## src/hw/pfm_pkg.sv

```systemverilog
// Purpose: Shared constants and types of the pad function and mode block
// Assumes: APB slave with 32-bit data, one aligned word per register
// Notes:   Field layout of the pin configuration word is chosen locally
package pfm_pkg;

    // Register byte offsets
    localparam logic [11:0] PFM_OFF_P2_6      = 12'h000; // Pin config
    localparam logic [11:0] PFM_OFF_RSVD_A    = 12'h004; // Reserved slot
    localparam logic [11:0] PFM_OFF_P2_0      = 12'h008; // Pin config
    localparam logic [11:0] PFM_OFF_RST_P0_0  = 12'h00c; // Pin config
    localparam logic [11:0] PFM_OFF_P0_1      = 12'h010; // Pin config
    localparam logic [11:0] PFM_OFF_P1_8      = 12'h014; // Pin config
    localparam logic [11:0] PFM_OFF_RSVD_B    = 12'h018; // Reserved slot
    localparam logic [11:0] PFM_OFF_P0_2      = 12'h01c; // Pin config
    localparam logic [11:0] PFM_OFF_P2_7      = 12'h020; // Pin config
    localparam logic [11:0] PFM_OFF_P2_8      = 12'h024; // Pin config
    localparam logic [11:0] PFM_OFF_P2_1      = 12'h028; // Pin config
    localparam logic [11:0] PFM_OFF_P0_3      = 12'h02c; // Pin config
    localparam logic [11:0] PFM_OFF_BUSCLK    = 12'h030; // Bus clock pin
    localparam logic [11:0] PFM_OFF_LOC_SCK   = 12'h0b0; // Location selects
    localparam logic [11:0] PFM_OFF_LOC_DSR   = 12'h0b4;
    localparam logic [11:0] PFM_OFF_LOC_DCD   = 12'h0b8;
    localparam logic [11:0] PFM_OFF_LOC_RI    = 12'h0bc;

    // Sizes
    localparam int PFM_NPIN     = 13;  // Word slots 0x000..0x030
    localparam int PFM_NLOC     = 4;   // Location registers
    localparam int PFM_CFG_W    = 11;  // Stored config bits
    localparam int PFM_LOC_W    = 2;   // Location select width
    localparam int PFM_BUSCLK_I = 12;  // Slot index of bus clock pin
    localparam int PFM_RSVD_A_I = 1;   // Slot index of reserved slot a
    localparam int PFM_RSVD_B_I = 6;   // Slot index of reserved slot b

    // Reset values
    localparam logic [PFM_CFG_W-1:0] PFM_CFG_RST    = 11'h0d0;
    localparam logic [PFM_CFG_W-1:0] PFM_CFG_RST_BC = 11'h000;
    localparam logic [PFM_LOC_W-1:0] PFM_LOC_RST    = 2'h0;

    // Function select codes
    localparam logic [2:0] PFM_FUNCTION_SELECT_FIELD_GPIO = 3'h0;
    localparam logic [2:0] PFM_FUNCTION_SELECT_FIELD_BUS  = 3'h1; // Two-wire bus function

    // Pull mode codes
    localparam logic [1:0] PFM_PULL_NONE = 2'h0;
    localparam logic [1:0] PFM_PULL_DOWN = 2'h1;
    localparam logic [1:0] PFM_PULL_UP   = 2'h2;
    localparam logic [1:0] PFM_PULL_RPT  = 2'h3;

    // Two-wire bus pad modes
    localparam logic [1:0] PFM_BUS_STD  = 2'h0; // Filtered std/fast
    localparam logic [1:0] PFM_BUS_GPIO = 2'h1; // Plain open drain
    localparam logic [1:0] PFM_BUS_FMP  = 2'h2; // Filtered high sink

    // Stored configuration word, msb first: bits 10:0
    typedef struct packed {
        logic       spare;     // 10, kept stored, no effect
        logic [1:0] bus_mode;  // 9:8
        logic       hyst;      // 7  (1 = hysteresis)
        logic       dig_mode;  // 6  (1 = digital, 0 = analog)
        logic       od;        // 5  open_drain_bit
        logic [1:0] pull;      // 4:3
        logic [2:0] function_select_field;      // 2:0 function_select_field
    } pfm_cfg_s;

    // Decoded pad controls per pin
    typedef struct packed {
        logic       periph;    // Peripheral owns the pin
        logic       oe;        // Output enabled
        logic       hi_en;     // High-side driver enabled
        logic       pu_en;     // Pull-up on
        logic       pd_en;     // Pull-down on
        logic       hyst_en;   // Hysteresis buffer
        logic       rx_en;     // Digital receiver connected
        logic       filt_en;   // Bus glitch filter
        logic       hsink_en;  // High current sink
    } pfm_pad_s;

endpackage : pfm_pkg

```

## src/hw/pfm_pad_dec.sv

```systemverilog
// Purpose: Decode one pin configuration word into pad controls
// Assumes: Purely combinational, instanced per pin
// Notes:   Analog and bus capabilities are per-pin parameters
`timescale 1ns/10ps
`default_nettype none
module pfm_pad_dec #(
    parameter bit HAS_ANALOG = 1'b0, // Pin has an analog function
    parameter bit IS_BUS_PIN = 1'b0  // Dedicated two-wire bus pin
) (
    // Configuration
    input  wire pfm_pkg::pfm_cfg_s cfg,
    // Pin state
    input  wire logic              gpio_dir,
    input  wire logic              periph_oe,
    input  wire logic              pad_level,
    input  wire logic              deep_pd,
    // Decoded controls
    output pfm_pkg::pfm_pad_s      pad
);
    // Decode per field
    always_comb begin
        logic analog;
        logic bus_fn;
        analog = HAS_ANALOG && !cfg.dig_mode;
        bus_fn = IS_BUS_PIN && cfg.function_select_field == pfm_pkg::PFM_FUNCTION_SELECT_FIELD_BUS;
        pad = '0;
        pad.periph = cfg.function_select_field != pfm_pkg::PFM_FUNCTION_SELECT_FIELD_GPIO;
        // Direction from GPIO regs only in GPIO function
        pad.oe = pad.periph ? periph_oe : gpio_dir;
        // Bus pins never drive high; od ignored there
        if (IS_BUS_PIN) begin
            pad.hi_en = 1'b0;
        end else begin
            pad.hi_en = pad.oe && !cfg.od;
        end
        pad.rx_en = !analog;
        pad.hyst_en = !analog && cfg.hyst;
        // Pulls only on digital pins
        if (!analog && !bus_fn) begin
            case (cfg.pull)
                pfm_pkg::PFM_PULL_UP:   pad.pu_en = 1'b1;
                pfm_pkg::PFM_PULL_DOWN: pad.pd_en = 1'b1;
                pfm_pkg::PFM_PULL_RPT: begin
                    // Keeper: follow level, off in deep power-down
                    pad.pu_en = pad_level && !deep_pd;
                    pad.pd_en = !pad_level && !deep_pd;
                end
                default: ;
            endcase
        end
        // Bus pad modes
        if (bus_fn) begin
            pad.filt_en  = cfg.bus_mode != pfm_pkg::PFM_BUS_GPIO;
            pad.hsink_en = cfg.bus_mode == pfm_pkg::PFM_BUS_FMP;
        end
    end
endmodule : pfm_pad_dec
`default_nettype wire

```

## src/hw/pfm_loc_mux.sv

```systemverilog
// Purpose: Route one multiplexed input function from a chosen pin
// Assumes: Candidate pins given as a vector with their ownership
// Notes:   Out-of-range selects yield a quiet zero
`timescale 1ns/10ps
`default_nettype none
module pfm_loc_mux #(
    parameter int N = 4 // Candidate pins
) (
    // Selection
    input  wire logic [1:0]   sel,
    // Candidates
    input  wire logic [N-1:0] pin_in,
    input  wire logic [N-1:0] fn_sel,
    // Routed input
    output logic              fn_in,
    output logic              fn_valid
);
    initial begin
        if (N < 1 || N > 4) $error("pfm_loc_mux: N out of range");
    end
    // Pick the pin; usable only if its own config selects the function
    always_comb begin
        fn_in = 1'b0;
        fn_valid = 1'b0;
        if (int'(sel) < N) begin
            fn_valid = fn_sel[sel];
            fn_in = pin_in[sel] && fn_sel[sel];
        end
    end
endmodule : pfm_loc_mux
`default_nettype wire

```

## src/hw/pfm_top.sv

```systemverilog
// Notes on behaviour
// - Function code zero means GPIO
// - GPIO direction only in GPIO function
// - Pull up, down, none or repeater; up default, none on bus clock pin
// - Repeater pulls toward current pin level
// - No repeater retention in deep power-down
// - Per-pin hysteresis or plain buffer
// - Analog mode kills receiver, hysteresis, pulls
// - Analog setting ignored on non-analog pins
// - Bus pins: filtered, fast-plus, plain open-drain
// - Open-drain bit disables high-side driver
// - Open-drain bit ignored on bus pins
// - One config register per pin
// - Location register picks routed input pin
// - Routed input needs pin config too
// - Configs reset to d0, bus clock 00
// - Offsets 004 and 018 are reserved
// - Location registers at b0..bc, reset 00
//
// Purpose: Pad function and mode configuration with APB access
// Assumes: Single clock, synchronous active-low reset, APB3 slave
// Notes:   All top outputs come from the state register; pad and routed outputs copy decoded controls
`timescale 1ns/10ps
`default_nettype none
module pfm_top #(
    parameter int NPIN = pfm_pkg::PFM_NPIN, // Config slots
    parameter logic [NPIN-1:0] ANALOG_MASK = '0, // Pins with analog
    parameter int LOC_N = 4 // Candidate pins per routed input
) (
    // Clock and reset
    input  wire logic                clk,
    input  wire logic                rst_n,
    // APB slave
    input  wire logic                psel,
    input  wire logic                penable,
    input  wire logic                pwrite,
    input  wire logic [11:0]         paddr,
    input  wire logic [31:0]         pwdata,
    output logic [31:0]              prdata,
    output logic                     pready,
    output logic                     pslverr,
    // Pin side inputs
    input  wire logic [NPIN-1:0]     gpio_dir,
    input  wire logic [NPIN-1:0]     periph_oe,
    input  wire logic [NPIN-1:0]     pad_level,
    input  wire logic                deep_pd,
    // Routed input candidates, one group per routed function
    input  wire logic [LOC_N-1:0]    loc_pin_in [pfm_pkg::PFM_NLOC],
    input  wire logic [LOC_N-1:0]    loc_fn_sel [pfm_pkg::PFM_NLOC],
    // Pad controls
    output pfm_pkg::pfm_pad_s [NPIN-1:0] pad_ctl,
    output logic [pfm_pkg::PFM_NLOC-1:0] loc_fn_in,
    output logic [pfm_pkg::PFM_NLOC-1:0] loc_fn_valid
);
    initial begin
        if (NPIN != pfm_pkg::PFM_NPIN) $error("pfm_top: NPIN fixed");
        if (LOC_N < 1 || LOC_N > 4) $error("pfm_top: LOC_N range");
    end

    // Whole state of the module
    typedef struct packed {
        logic [NPIN-1:0][pfm_pkg::PFM_CFG_W-1:0]          cfg;
        logic [pfm_pkg::PFM_NLOC-1:0][pfm_pkg::PFM_LOC_W-1:0] loc;
        logic [31:0]                                      rdata;
        logic                                             ready;
        logic                                             slverr;
        pfm_pkg::pfm_pad_s [NPIN-1:0]                     pad;
        logic [pfm_pkg::PFM_NLOC-1:0]                     fin;
        logic [pfm_pkg::PFM_NLOC-1:0]                     fval;
    } pfm_state_s;

    pfm_state_s st_reg;   // Registered state
    pfm_state_s st_next;  // Next state

    // Decoded, unregistered pad controls
    pfm_pkg::pfm_pad_s [NPIN-1:0] pad_dec;
    logic [pfm_pkg::PFM_NLOC-1:0] fin_dec;
    logic [pfm_pkg::PFM_NLOC-1:0] fval_dec;

    // Slot classification of an address
    function automatic logic is_rsvd(input int idx);
        return idx == pfm_pkg::PFM_RSVD_A_I || idx == pfm_pkg::PFM_RSVD_B_I;
    endfunction : is_rsvd

    // Reset value of a config slot
    function automatic logic [pfm_pkg::PFM_CFG_W-1:0] cfg_rst(
        input int idx);
        if (idx == pfm_pkg::PFM_BUSCLK_I) begin
            return pfm_pkg::PFM_CFG_RST_BC;
        end
        return pfm_pkg::PFM_CFG_RST;
    endfunction : cfg_rst

    // One decoder per pin; bus clock pin is the two-wire bus pin
    for (genvar i = 0; i < NPIN; i++) begin : g_pin
        pfm_pad_dec #(
            .HAS_ANALOG (ANALOG_MASK[i]),
            .IS_BUS_PIN (i == pfm_pkg::PFM_BUSCLK_I)
        ) u_dec (
            .cfg       (pfm_pkg::pfm_cfg_s'(st_reg.cfg[i])),
            .gpio_dir  (gpio_dir[i]),
            .periph_oe (periph_oe[i]),
            .pad_level (pad_level[i]),
            .deep_pd   (deep_pd),
            .pad       (pad_dec[i])
        );
    end

    // One router per routed input function
    for (genvar j = 0; j < pfm_pkg::PFM_NLOC; j++) begin : g_loc
        pfm_loc_mux #(
            .N (LOC_N)
        ) u_mux (
            .sel      (st_reg.loc[j]),
            .pin_in   (loc_pin_in[j]),
            .fn_sel   (loc_fn_sel[j]),
            .fn_in    (fin_dec[j]),
            .fn_valid (fval_dec[j])
        );
    end

    // Next state: APB decode and registered outputs
    always_comb begin
        int  idx;
        logic setup;
        logic hit_cfg;
        logic hit_loc;
        idx = 0;
        st_next = st_reg;
        setup = psel && !penable;
        idx = int'(paddr[11:2]);
        hit_cfg = paddr[11:2] < 10'(NPIN) && !is_rsvd(idx);
        hit_loc = paddr >= pfm_pkg::PFM_OFF_LOC_SCK &&
                  paddr <= pfm_pkg::PFM_OFF_LOC_RI;
        st_next.ready = 1'b0;
        st_next.slverr = 1'b0;
        // Answer one cycle after setup; access ends next edge
        if (setup) begin
            st_next.ready = 1'b1;
            st_next.rdata = '0;
            if (hit_cfg) begin
                if (pwrite) begin
                    st_next.cfg[idx] = pwdata[pfm_pkg::PFM_CFG_W-1:0];
                end else begin
                    st_next.rdata[pfm_pkg::PFM_CFG_W-1:0] = st_reg.cfg[idx];
                end
            end else if (hit_loc) begin
                if (pwrite) begin
                    st_next.loc[idx - int'(pfm_pkg::PFM_OFF_LOC_SCK[11:2])] =
                        pwdata[pfm_pkg::PFM_LOC_W-1:0];
                end else begin
                    st_next.rdata[pfm_pkg::PFM_LOC_W-1:0] =
                        st_reg.loc[idx - int'(pfm_pkg::PFM_OFF_LOC_SCK[11:2])];
                end
            end else begin
                // Unmapped or reserved: reads zero, error flagged only when unmapped
                st_next.slverr = !is_rsvd(idx) || paddr[11:2] >= 10'(NPIN);
            end
        end
        // Pad controls registered so outputs come from flops
        st_next.pad  = pad_dec;
        st_next.fin  = fin_dec;
        st_next.fval = fval_dec;
    end

    // State register with synchronous reset
    always_ff @(posedge clk) begin
        if (!rst_n) begin
            st_reg <= '0;
            for (int k = 0; k < NPIN; k++) begin
                st_reg.cfg[k] <= cfg_rst(k);
            end
            for (int k = 0; k < pfm_pkg::PFM_NLOC; k++) begin
                st_reg.loc[k] <= pfm_pkg::PFM_LOC_RST;
            end
        end else begin
            st_reg <= st_next;
        end
    end

    // Outputs straight from the state register
    assign prdata       = st_reg.rdata;
    assign pready       = st_reg.ready;
    assign pslverr      = st_reg.slverr;
    assign pad_ctl      = st_reg.pad;
    assign loc_fn_in    = st_reg.fin;
    assign loc_fn_valid = st_reg.fval;

    // Assertions
    property p_reset_cfg;
        @(posedge clk) $rose(rst_n) |->
            st_reg.cfg[0] == pfm_pkg::PFM_CFG_RST &&
            st_reg.cfg[pfm_pkg::PFM_BUSCLK_I] == pfm_pkg::PFM_CFG_RST_BC;
    endproperty
    a_reset_cfg: assert property (p_reset_cfg) else $error("bad reset cfg");

    property p_gpio_dir;
        @(posedge clk) disable iff (!rst_n)
        (st_reg.cfg[0][2:0] == pfm_pkg::PFM_FUNCTION_SELECT_FIELD_GPIO) ##1
            $stable(st_reg.cfg[0]) |->
            pad_ctl[0].oe == $past(gpio_dir[0]);
    endproperty
    a_gpio_dir: assert property (p_gpio_dir) else $error("gpio dir lost");

    property p_periph;
        @(posedge clk) disable iff (!rst_n)
        (st_reg.cfg[0][2:0] != pfm_pkg::PFM_FUNCTION_SELECT_FIELD_GPIO) |=> pad_ctl[0].periph;
    endproperty
    a_periph: assert property (p_periph) else $error("periph not set");

    property p_bus_no_high;
        @(posedge clk) disable iff (!rst_n)
        !pad_ctl[pfm_pkg::PFM_BUSCLK_I].hi_en;
    endproperty
    a_bus_no_high: assert property (p_bus_no_high) else $error("bus hi");

    property p_od;
        @(posedge clk) disable iff (!rst_n)
        st_reg.cfg[0][5] && $stable(st_reg.cfg[0]) |=> !pad_ctl[0].hi_en;
    endproperty
    a_od: assert property (p_od) else $error("od ignored");

    property p_rpt_pd;
        @(posedge clk) disable iff (!rst_n)
        deep_pd && st_reg.cfg[0][4:3] == pfm_pkg::PFM_PULL_RPT |=>
            !pad_ctl[0].pu_en && !pad_ctl[0].pd_en;
    endproperty
    a_rpt_pd: assert property (p_rpt_pd) else $error("pulls clash");

    property p_rsvd;
        @(posedge clk) disable iff (!rst_n)
        psel && !penable && !pwrite && paddr == pfm_pkg::PFM_OFF_RSVD_A |=>
            pready && prdata == 32'h0000_0000;
    endproperty
    a_rsvd: assert property (p_rsvd) else $error("rsvd not zero");

    property p_ready;
        @(posedge clk) disable iff (!rst_n)
        psel && !penable |=> pready ##1 !pready;
    endproperty
    a_ready: assert property (p_ready) else $error("ready timing");

    c_write: cover property (@(posedge clk) psel && penable && pwrite && pready);
    c_read:  cover property (@(posedge clk) psel && penable && !pwrite && pready);
    c_loc:   cover property (@(posedge clk) |loc_fn_valid);

endmodule : pfm_top
`default_nettype wire

```

## config.mk

```make
export PLATFORM = sky130hd
export DESIGN_NAME = pfm_top
export DESIGN_NICKNAME = d
export VERILOG_FILES = /design/src/hw/pfm_pkg.sv /design/src/hw/pfm_pad_dec.sv /design/src/hw/pfm_loc_mux.sv /design/src/hw/pfm_top.sv
export SDC_FILE = /design/constraint.sdc
export NUM_CORES = 1
export LEC_CHECK = 0
export ABC_AREA = 0
export BUFFER_PORTS_ARGS = -buffer_cell sky130_fd_sc_hd__buf_2
export CAP_MARGIN = 20
export CORE_MARGIN = 2
export CORE_UTILIZATION = 25
export CTS_CLUSTER_DIAMETER = 120
export CTS_CLUSTER_SIZE = 16
export DETAILED_ROUTE_END_ITERATION = 16
export PLACE_DENSITY = 0.46
export SETUP_SLACK_MARGIN = 0.05
export SYNTH_ARGS = -nofsm -noshare
export SYNTH_HDL_FRONTEND = slang
export SYNTH_HIERARCHICAL = 1
export SYNTH_SLANG_ARGS = --single-unit
```

## constraint.sdc

```tcl
create_clock -name clk -period 5.27 [get_ports clk]
set_input_delay 1.581 -clock clk [delete_from_list [all_inputs] [get_ports clk]]
set_output_delay 1.581 -clock clk [all_outputs]
set_load 0.005 [all_outputs]
```

=== Yosys cells after proc, flatten, opt, wreduce, memory -nomap -nowiden ===
Index checks and enable logic that the tools add are counted.

* Word-level logic and storage cells: 382
* Input bits: 121
* Register bits: 289

* Reduce and logical (&&, ||, !) cells: 96
* Bitwise logic cells: 3
* Equal/unequal tests: 47
* Order comparisons: 12
* $add $sub $neg: 1
* Muxes and demuxes: 84

{| class="wikitable"
|+ Operators with widths
! kind !! number
|-
| two-way mux 310 bit || 1
|-
| two-way mux 143 bit || 2
|-
| two-way mux 185 bit || 1
|-
| bitwise mux 143 bit || 1
|-
| == test 2 bit, second input constant || 27
|-
| case mux 1 bit (2 select lines) || 26
|-
| logical AND 1 bit || 47
|-
| binary-select mux 11 bit (select 4 bit) || 1
|-
| demux 11 bit (select 4 bit) || 1
|-
| nonzero test 3 bit || 13
|-
| two-way mux 11 bit || 3
|-
| two-way mux 8 bit || 4
|-
| zero test 1 bit || 28
|-
| == test 2 x 1 -> 1 bit, second input constant || 13
|-
| two-way mux 1 bit || 24
|-
| binary-select mux 1 bit (select 2 bit) || 8
|-
| two-way mux 2 bit || 8
|-
| greater-or-equal comparator 12 x 8 -> 1 bit, second input constant || 1
|-
| less-or-equal comparator 12 x 8 -> 1 bit, second input constant || 1
|-
| less-than comparator 2 x 3 -> 1 bit, second input constant || 4
|-
| greater-or-equal comparator 11 x 1 -> 1 bit, second input constant || 1
|-
| less-than comparator 11 x 4 -> 1 bit, second input constant || 1
|-
| subtractor 10 x 6 -> 11 bit, second input constant || 1
|-
| == test 10 x 2 -> 1 bit, second input constant || 1
|-
| other kinds (18) || 25
|}

=== Longest topological paths before layout ===
Gate-level depths: netlist of the first run.

* Depth after elaboration: 11
* Gate-level depth with buffers: 8

=== By module ===
Netlist of the first run, hierarchy kept.

{| class="wikitable"
|+ By module, submodules not included
! module !! instances !! cells an instance !! area an instance (um^2)
|-
| pfm_top || 1 || 1,206 || 12,187.9
|-
| pfm_pad_dec at g_pin[0].u_dec ... || 12 || 15 || 100.1
|-
| pfm_loc_mux || 4 || 3 || 51.3
|-
| pfm_pad_dec at g_pin[12].u_dec || 1 || 16 || 110.1
|}

=== Least setup slack after synthesis of the first run ===
No wires, ideal clock.

* Path type: input port to flip-flop
* Start: input paddr[4]
* End: register st_reg[299] (netlist name)
* Path buffers: 1
* Arrival: 3,288 ps
* Cell stages on the path: 6
* Data required time: 4,876 ps
* Slack: 1,588 ps
* Cells stage by stage: inv_1 ha_1 nand3b_1 nand3_1 clkbuf_1 o21ai_0

* Word-level cells in the longest chain between the ends: 6
* Elaborated cells on any way between the ends: 8
* Classes of those cells: order compare: 1; eq/ne: 3; reduce/logical: 4

{| class="wikitable"
|+ RTL lines
! item !! RTL line !! source
|-
| start, declared || pfm_top.sv:37 || <nowiki>input wire logic [11:0] paddr,</nowiki>
|-
| branches (longest 3 deep; another with less-than comparator 10 x 4 -> 1 bit) || n/a ||
|-
| logical AND 1 bit * || pfm_top.sv:132 || <nowiki>hit_cfg = paddr[11:2] < 10'(NPIN) && !is_rsvd(idx);</nowiki>
|-
| != test 2 x 1 -> 1 bit (no line) * || n/a ||
|-
| AND reduction 3 bit (no line) * || n/a ||
|}

Every way passes the cells marked *.
A chain may end at the register's enable or synchronous reset.

==> impl_metrics.yaml, run 1 <==
global_route:
  grt_first_pass_wirelength_um: 59310
  grt_start_max_net_pins: 90
  grt_pass1_vias: 9266
  grt_antenna_before_repair: 5
  grt.overflow.total: 0
  gr-usage-all-layers_pct: 13.74
critical_path:
  critical_path_arrival_ns: 3.91
  criticalPathCategory: "in2reg"
  rrSetupSlack_ns: 3.76
  worstReg2RegEnd: "prdata[0]"
  worst-r2r-cell-count: 3
  cp_cell_sequence: "buf_2, nor4_2, nand3_1, buf_4, o21ai_0, nand3_1"
  endpoint_kind: "register"
  critPathLaunchType: "input port"
  worstPathMaxFanout: 37
  crit_path_max_incr_delay_ns: 0.86
  crit_path_frequent_cell: "nand3_1"
  crit_slowest_cell: "nor4_2"
  critPathRequiredTime_ns: 5.65
drt:
  drc: 0
  dr.first_iter.drc_count: 427
  wl_um: 40170
  vias: 9474
  postRouteAntennaNets: 0
  detail_route.vias_per_cell: 4.440
  drt_pass1_iterations: 5
  wire_per_inst_um: 18.82
finish:
  fin_nets: 1554
  post-route-util_pct: 27.23
  postLayoutCellArea_mm2: 0.01471
  ratio_of_cells_with_drive_above_1_in_the_final_layout_pct: 24.37
  area_growth_synth_to_finish_pct: 7.359
clocking:
  post_cts_hold_buffer_count: 0
  cts_setup_buffers: 0
  cts_root_buf: "clkbuf_16"
  cts.clk_slew.worst_paths_ns: 0.07
  post_cts_resized: 0
  tritoncts.num_buffers: 22
  tritoncts: "built"
  cts.sink_count: 289
  number_of_levels_in_the_clock_h_tree: 1
  clock_insertion_delay_at_the_later_pin_of_the_skew_report_ns: 0.55
  buffer_depth_of_the_longest_clock_path: 3
pwr:
  cellPowerDensity_mw_per_mm2: 288.9
  sequentialPowerShare_pct: 52.9
  power_switching_mw: 1.053
  combPwrFrac_pct: 7.8
  clockPowerShare_pct: 39.3
  internal_power_mw: 3.197
  vdd.ir_drop.worst_uv: 201.0
  p_leak_nw: 6.280
  switching_share_of_power_pct: 24.78
synth:
  synth_top_area_share_pct: 40.61
  synthFlopType: "dfxtp_1"
  synth.ff_latch_count: 289
  synth_area_leader_cell: "dfxtp_1"
  synth-async-reset-ratio_pct: 0
  post_synth_inst_count: 1414
  netlist_area_mm2: 0.01370
  synth_enable_flop_cells: 11
  yosysUniqueCellTypes: 53
  postSynthAreaPerCell_um2: 9.692
  ys.warnings.count: 6
  ys_top_cells_by_area: "dfxtp_1, buf_4, and2_1, mux2i_1, mux4_2"
  synth.yosys.seq_area_share_pct: 43.02
placed_design:
  placement.io_buffers: 237
  dp.final_hpwl_um: 29100
  gpl.final_weighted_congestion: 0.8001
  placed_area_mm2: 0.01407
sta:
  slew_headroom_pct: 33.53
  worst_pin_slew_ns: 0.9888
  rsz0062_at_grt: "false"
  number_of_pins_exceeding_their_max_slew_limit_in_the_final_report: 0
  fin_skew_ns: 0.02626
  finalSetupViolCount: 0
  min_period_over_period_pct: 66.98
  finalHoldViolations: 0
  tns_ns: 0
  fmax_mhz: 283.3
  finalWorstPathRequiredPeriod_ns: 3.530
floorplanning:
  floorplan.initialDensity_pct: 25.37
  cell_rows: 85
  floorplan_core_area_mm2: 0.05403
  ioPinCount: 280
  die_span_in_y_um: 238.1
  die_area_mm2: 0.05671
  chipWidth_um: 238.1
run:
  max-cap-violations: 0
status:
  status: "completed"
worst_hold_path:
  timing.hold.worst.class: "reg2reg"
  holdPathStages: 1
worst max-delay path, delay by kind of cell:
kind                   cells  cell delay [ns]
AOI/OAI and AO/OA          1             0.19
and+or+nand+nor            3             1.56
buffers and inverters      2             0.56
cell usage after synthesis, drive strengths merged, types with 7 or more instances:
| cell type | n |
|---|---|
| a21oi | 24 |
| o22ai | 11 |
| and2 | 157 |
| nor2 | 17 |
| mux2i | 96 |
| inv | 7 |
| dfxtp | 278 |
| edfxtp | 11 |
| nand3b | 13 |
| buf | 239 |
| nand3 | 76 |
| or3 | 13 |
| or4b | 13 |
| nor2b | 11 |
| conb | 27 |
| o31ai | 23 |
| clkbuf | 54 |
| nand2 | 91 |
| nand2b | 21 |
| a21boi | 53 |
| mux4 | 32 |
| nand4 | 16 |
| o21ai | 93 |
power by group through the flow:
| stage | logic, mW | clock network [mW] | registers, mW |
|---|---|---|---|
| floorplan | 0.264 | 0 | 2.30 |
| global placement | 0.333 | 0 | 2.30 |
| detailed placement | 0.335 | 0 | 2.30 |
| CTS | 0.336 | 1.75 | 2.25 |
| global route | 0.364 | 1.83 | 2.25 |
| finish | 0.330 | 1.67 | 2.25 |
cells by family (layout without fill, tap and decap cells):
kind of cell    after synthesis  after routing  share of synthesized area [%]
buf+inv                     300            290                          14.31
xor+xnor                      1              1                        0.06392
fa+ha+maj                     4              4                         0.3652
simple gates                455            455                          19.82
compound gates              209            209                          9.304
mux                         129            129                          12.38
other cells                  27             61                         0.7395
flops                       289            289                          43.02
how the worst max path moves through the flow:
stage,from,to,slack [ns],cells past startpoint
detailed placement,paddr[9],register,1.27,6
CTS,paddr[9],register,1.85,6
global route,paddr[9],register,1.64,6
finish,paddr[9],register,1.74,6
floorplan,paddr[4],st_reg[299],1.59,6
global placement,paddr[9],register,1.32,6
metrics by stage:
step	total power [mW]	hold WS (ns)	worst slack [ns]	std cells
after floorplan	2.563	0.4051	1.588	1446
after global placement	2.634	0.4197	1.317	2101
after detailed placement	2.637	0.4239	1.272	2101
after CTS	4.341	0.4429	1.846	2132
after global routing	4.449	0.4688	1.637	2132
final	4.250	0.4390	1.740	2134
metal layers:
layer	GRT usage [%]	vias up	routed length, um
met5	0	-	42
met4	3.977	8	960
met3	2.337	49	2058
met2	22.71	242	18720
met1	18.38	4573	18380
li1	-	4602	-
cells in the final DEF (no fill, tap or decap), types with 3 or more instances in the layout:
| cell | count |
|---|---|
| nor2_1 | 16 |
| o22ai_1 | 11 |
| inv_1 | 7 |
| nor3b_1 | 3 |
| nand3_1 | 73 |
| buf_2 | 235 |
| edfxtp_1 | 11 |
| or3_2 | 12 |
| a21oi_1 | 24 |
| o21ai_0 | 91 |
| dfxtp_1 | 278 |
| clkbuf_16 | 22 |
| and4_1 | 5 |
| conb_1 | 59 |
| mux4_2 | 32 |
| a21boi_1 | 35 |
| o31ai_1 | 23 |
| mux2i_1 | 96 |
| nand2b_1 | 21 |
| buf_4 | 16 |
| ha_1 | 4 |
| a21boi_0 | 18 |
| nor2b_1 | 11 |
| and2_1 | 157 |
| nand4_1 | 16 |
| nand3_2 | 3 |
| and3b_1 | 3 |
| nand2_1 | 91 |
| and3_1 | 6 |
| nand3b_1 | 12 |
| or4b_4 | 12 |
| clkbuf_1 | 4 |
area by class of cell:
cell class | instances | area, um2
fillers | 5762 | 39310
multi-input cells | 857 | 5968
flip-flops and latches | 289 | 5896
repair buffers | 252 | 1308
well taps | 696 | 870.8
clock buffers | 27 | 579.3
clock inverters | 4 | 60.06
inverters | 7 | 26.28
diodes | 2 | 5.005
No activity file was read; power rests on OpenSTA's default activity.
==> run 2, diff against run 1 <==
--- a/config.mk
+++ b/config.mk
@@ -5,7 +5,7 @@
 export SDC_FILE = /design/constraint.sdc
 export NUM_CORES = 1
 export LEC_CHECK = 0
-export ABC_AREA = 0
+export ABC_AREA = 1
 export BUFFER_PORTS_ARGS = -buffer_cell sky130_fd_sc_hd__buf_2
 export CAP_MARGIN = 20
 export CORE_MARGIN = 2
@@ -13,7 +13,7 @@
 export CTS_CLUSTER_DIAMETER = 120
 export CTS_CLUSTER_SIZE = 16
 export DETAILED_ROUTE_END_ITERATION = 16
-export PLACE_DENSITY = 0.46
+export PLACE_DENSITY = 0.45
 export SETUP_SLACK_MARGIN = 0.05
 export SYNTH_ARGS = -nofsm -noshare
 export SYNTH_HDL_FRONTEND = slang
==> constraint.sdc (replaced) <==
create_clock -name clk -period 3.25 [get_ports clk]
set_input_delay 0.975 -clock clk [delete_from_list [all_inputs] [get_ports clk]]
set_output_delay 0.975 -clock clk [all_outputs]
set_load 0.005 [all_outputs]
==> run 2 against run 1 <==
Worst setup slack worse by 1.0 ns. Flip-flop and latch count stayed put. Highest routed layer unchanged. Largest cell class is now flip-flops and latches. Synthesized area is 4.7% higher. Utilization is 0.44 points higher. Global-route usage is 0.26 points higher. Non-clock buffer count is 27 higher. Power is 63% higher. Largest power group unchanged. Wire length is 6.8% higher.
==> impl_metrics.yaml, run 2 <==
status:
  status: "completed"
clocking:
  post_cts_resized: 0
  cts_root_buf: "clkbuf_16"
  cts.clk_slew.worst_paths_ns: 0.07
  number_of_levels_in_the_clock_h_tree: 1
  post_cts_hold_buffer_count: 0
  clock_insertion_delay_at_the_later_pin_of_the_skew_report_ns: 0.55
  buffer_depth_of_the_longest_clock_path: 3
  cts_setup_buffers: 0
  cts.sink_count: 289
  tritoncts: "built"
  tritoncts.num_buffers: 22
global_route:
  gr-usage-all-layers_pct: 14.00
  grt_pass1_vias: 10810
  grt_antenna_before_repair: 4
  grt_first_pass_wirelength_um: 64170
  grt_start_max_net_pins: 98
  grt.overflow.total: 0
synth:
  postSynthAreaPerCell_um2: 6.955
  synthFlopType: "dfxtp_1"
  synth.yosys.seq_area_share_pct: 41.09
  synthMostInstantiatedCell: "nand2_1"
  synth.ff_latch_count: 289
  netlist_area_mm2: 0.01435
  ys.warnings.count: 6
  yosysUniqueCellTypes: 34
  synth_enable_flop_cells: 11
  synth-async-reset-ratio_pct: 0
  synth_area_leader_cell: "dfxtp_1"
  synth_top_area_share_pct: 38.79
  ys_top_cells_by_area: "dfxtp_1, nand2_1, buf_4, inv_1, nand3_1"
  top_cell_types_by_occurrence_after_synthesis: "nand2_1, inv_1, dfxtp_1"
  post_synth_inst_count: 2063
placed_design:
  pre_cts_ws_ns: 0.1952
  gpl.final_weighted_congestion: 0.8250
  dp.final_hpwl_um: 31210
  placement.io_buffers: 237
  placedCellCount: 2826
  placed_area_mm2: 0.01504
critical_path:
  rrSetupSlack_ns: 1.80
  critical_path_arrival_ns: 2.93
  endpoint_kind: "register"
  critPathRequiredTime_ns: 3.66
  worst-r2r-cell-count: 10
  worstPathMaxFanout: 29
  timing.rr.start: "st_reg[299]"
  criticalPathCategory: "in2reg"
  worstReg2RegEnd: "prdata[0]"
  critPathLaunchType: "input port"
sta:
  tns_ns: 0
  setup_ws_ns: 0.7301
  rsz0062_at_grt: "false"
  worst_pin_slew_ns: 0.8593
  finalSetupViolCount: 0
  min_period_over_period_pct: 77.54
  slew_headroom_pct: 42.50
  finalHoldViolations: 0
  finalWorstPathRequiredPeriod_ns: 2.520
  fmax_mhz: 396.8
  number_of_pins_exceeding_their_max_slew_limit_in_the_final_report: 0
  fin_skew_ns: 0.01536
finish:
  ratio_of_cells_with_drive_above_1_in_the_final_layout_pct: 19.45
  fin_nets: 2219
  layoutNonFillerInstCount: 2854
  area_growth_synth_to_finish_pct: 9.183
  n_fill_cell: 6323
  multi_input_area_mm2: 0.005479
  antennaDiodeCount: 0
  postLayoutCellArea_mm2: 0.01567
  most-common-layout-cells: "nand2_1, inv_1, dfxtp_1"
  ff_latch_area_mm2: 0.005896
  layout.cells.most_common: "nand2_1"
floorplanning:
  die_area_mm2: 0.05932
  chipWidth_um: 243.6
  ioPinCount: 280
  floorplan.initialDensity_pct: 25.35
  cell_rows: 87
  die_span_in_y_um: 243.6
  floorplan_core_area_mm2: 0.05660
drt:
  drt_pass1_iterations: 5
  wl_um: 42890
  vias: 11720
  wire_per_inst_um: 15.03
  drc: 0
  postRouteAntennaNets: 0
  dr.first_iter.drc_count: 700
  detail_route.vias_per_cell: 4.106
pwr:
  p_leak_nw: 8.193
  cellPowerDensity_mw_per_mm2: 442.5
  vdd.ir_drop.worst_uv: 301.0
  design_power_total_mw: 6.932
worst_hold_path:
  timing.hold.worst.class: "reg2reg"
  holdPathStages: 2
run:
  max-cap-violations: 0
-- run 2: how the worst max path moves through the flow --
stage,endpoint,cells past startpoint,startpoint,slack [ns]
2_1_floorplan,st_reg[299],9,paddr[4],0.43
3_3_place_gp,register,11,paddr[4],0.26
3_5_place_dp,st_reg[301],10,paddr[4],0.20
5_1_grt,register,11,paddr[4],0.56
4_1_cts,st_reg[301],10,paddr[4],0.78
6_report,register,11,paddr[4],0.73
-- run 2: cells by family after synthesis --
group,count (synthesis),share of synthesized area [%]
AOI/OAI and AO/OA,140,5.529
adders and majority gates,4,0.3488
buffers and inverters,603,21.68
DFF,289,41.09
other,27,0.7064
and+or+nand+nor,1000,30.64
-- run 2: final cells by class --
| class | instances | area share (%) |
|---|---|---|
| sequential | 289 | 37.64 |
| multi-input combinational | 1203 | 34.98 |
| timing repair buffer | 279 | 10.18 |
| inverter | 299 | 7.165 |
| tap | 756 | 6.038 |
| clock buffer | 25 | 3.722 |
| clock inverter | 3 | 0.2796 |
-- run 2: report_power, final --
part	internal, mW	switching [mW]	total, mW	leakage (nW)
logic	0.201	0.394	0.595	5.50
clock network	1.35	1.34	2.69	0.308
registers	3.63	0.0173	3.65	2.38
-- run 2: stage by stage --
| step | hold slack (ns) | util (%) |
|---|---|---|
| after floorplan | 0.3918 | - |
| after CTS | 0.4261 | 27.67 |
| after detailed placement | 0.4073 | 26.57 |
| after global routing | 0.4445 | 27.67 |
| final | 0.4240 | 27.67 |
| after global placement | 0.3995 | 26.57 |
-- run 2: worst max-delay path, stage by stage --
cell and delay, ns:
buf_2 0.18, ha_1 0.27, inv_1 0.15, nor2_1 0.10, nor2_4 0.18, nand3_4 0.17, inv_2 0.20, buf_12 0.20
nand2_1 0.27, nand2_1 0.13, nand3_1 0.07
-- run 2: per-layer routing --
metal	vias to the layer above	GRT usage, %	share of wire [%]
li1	6000	-	-
met1	5362	18.88	46
met2	295	23.20	46
met3	56	2.291	5.1
met4	6	3.569	2.5
met5	-	0	0.079
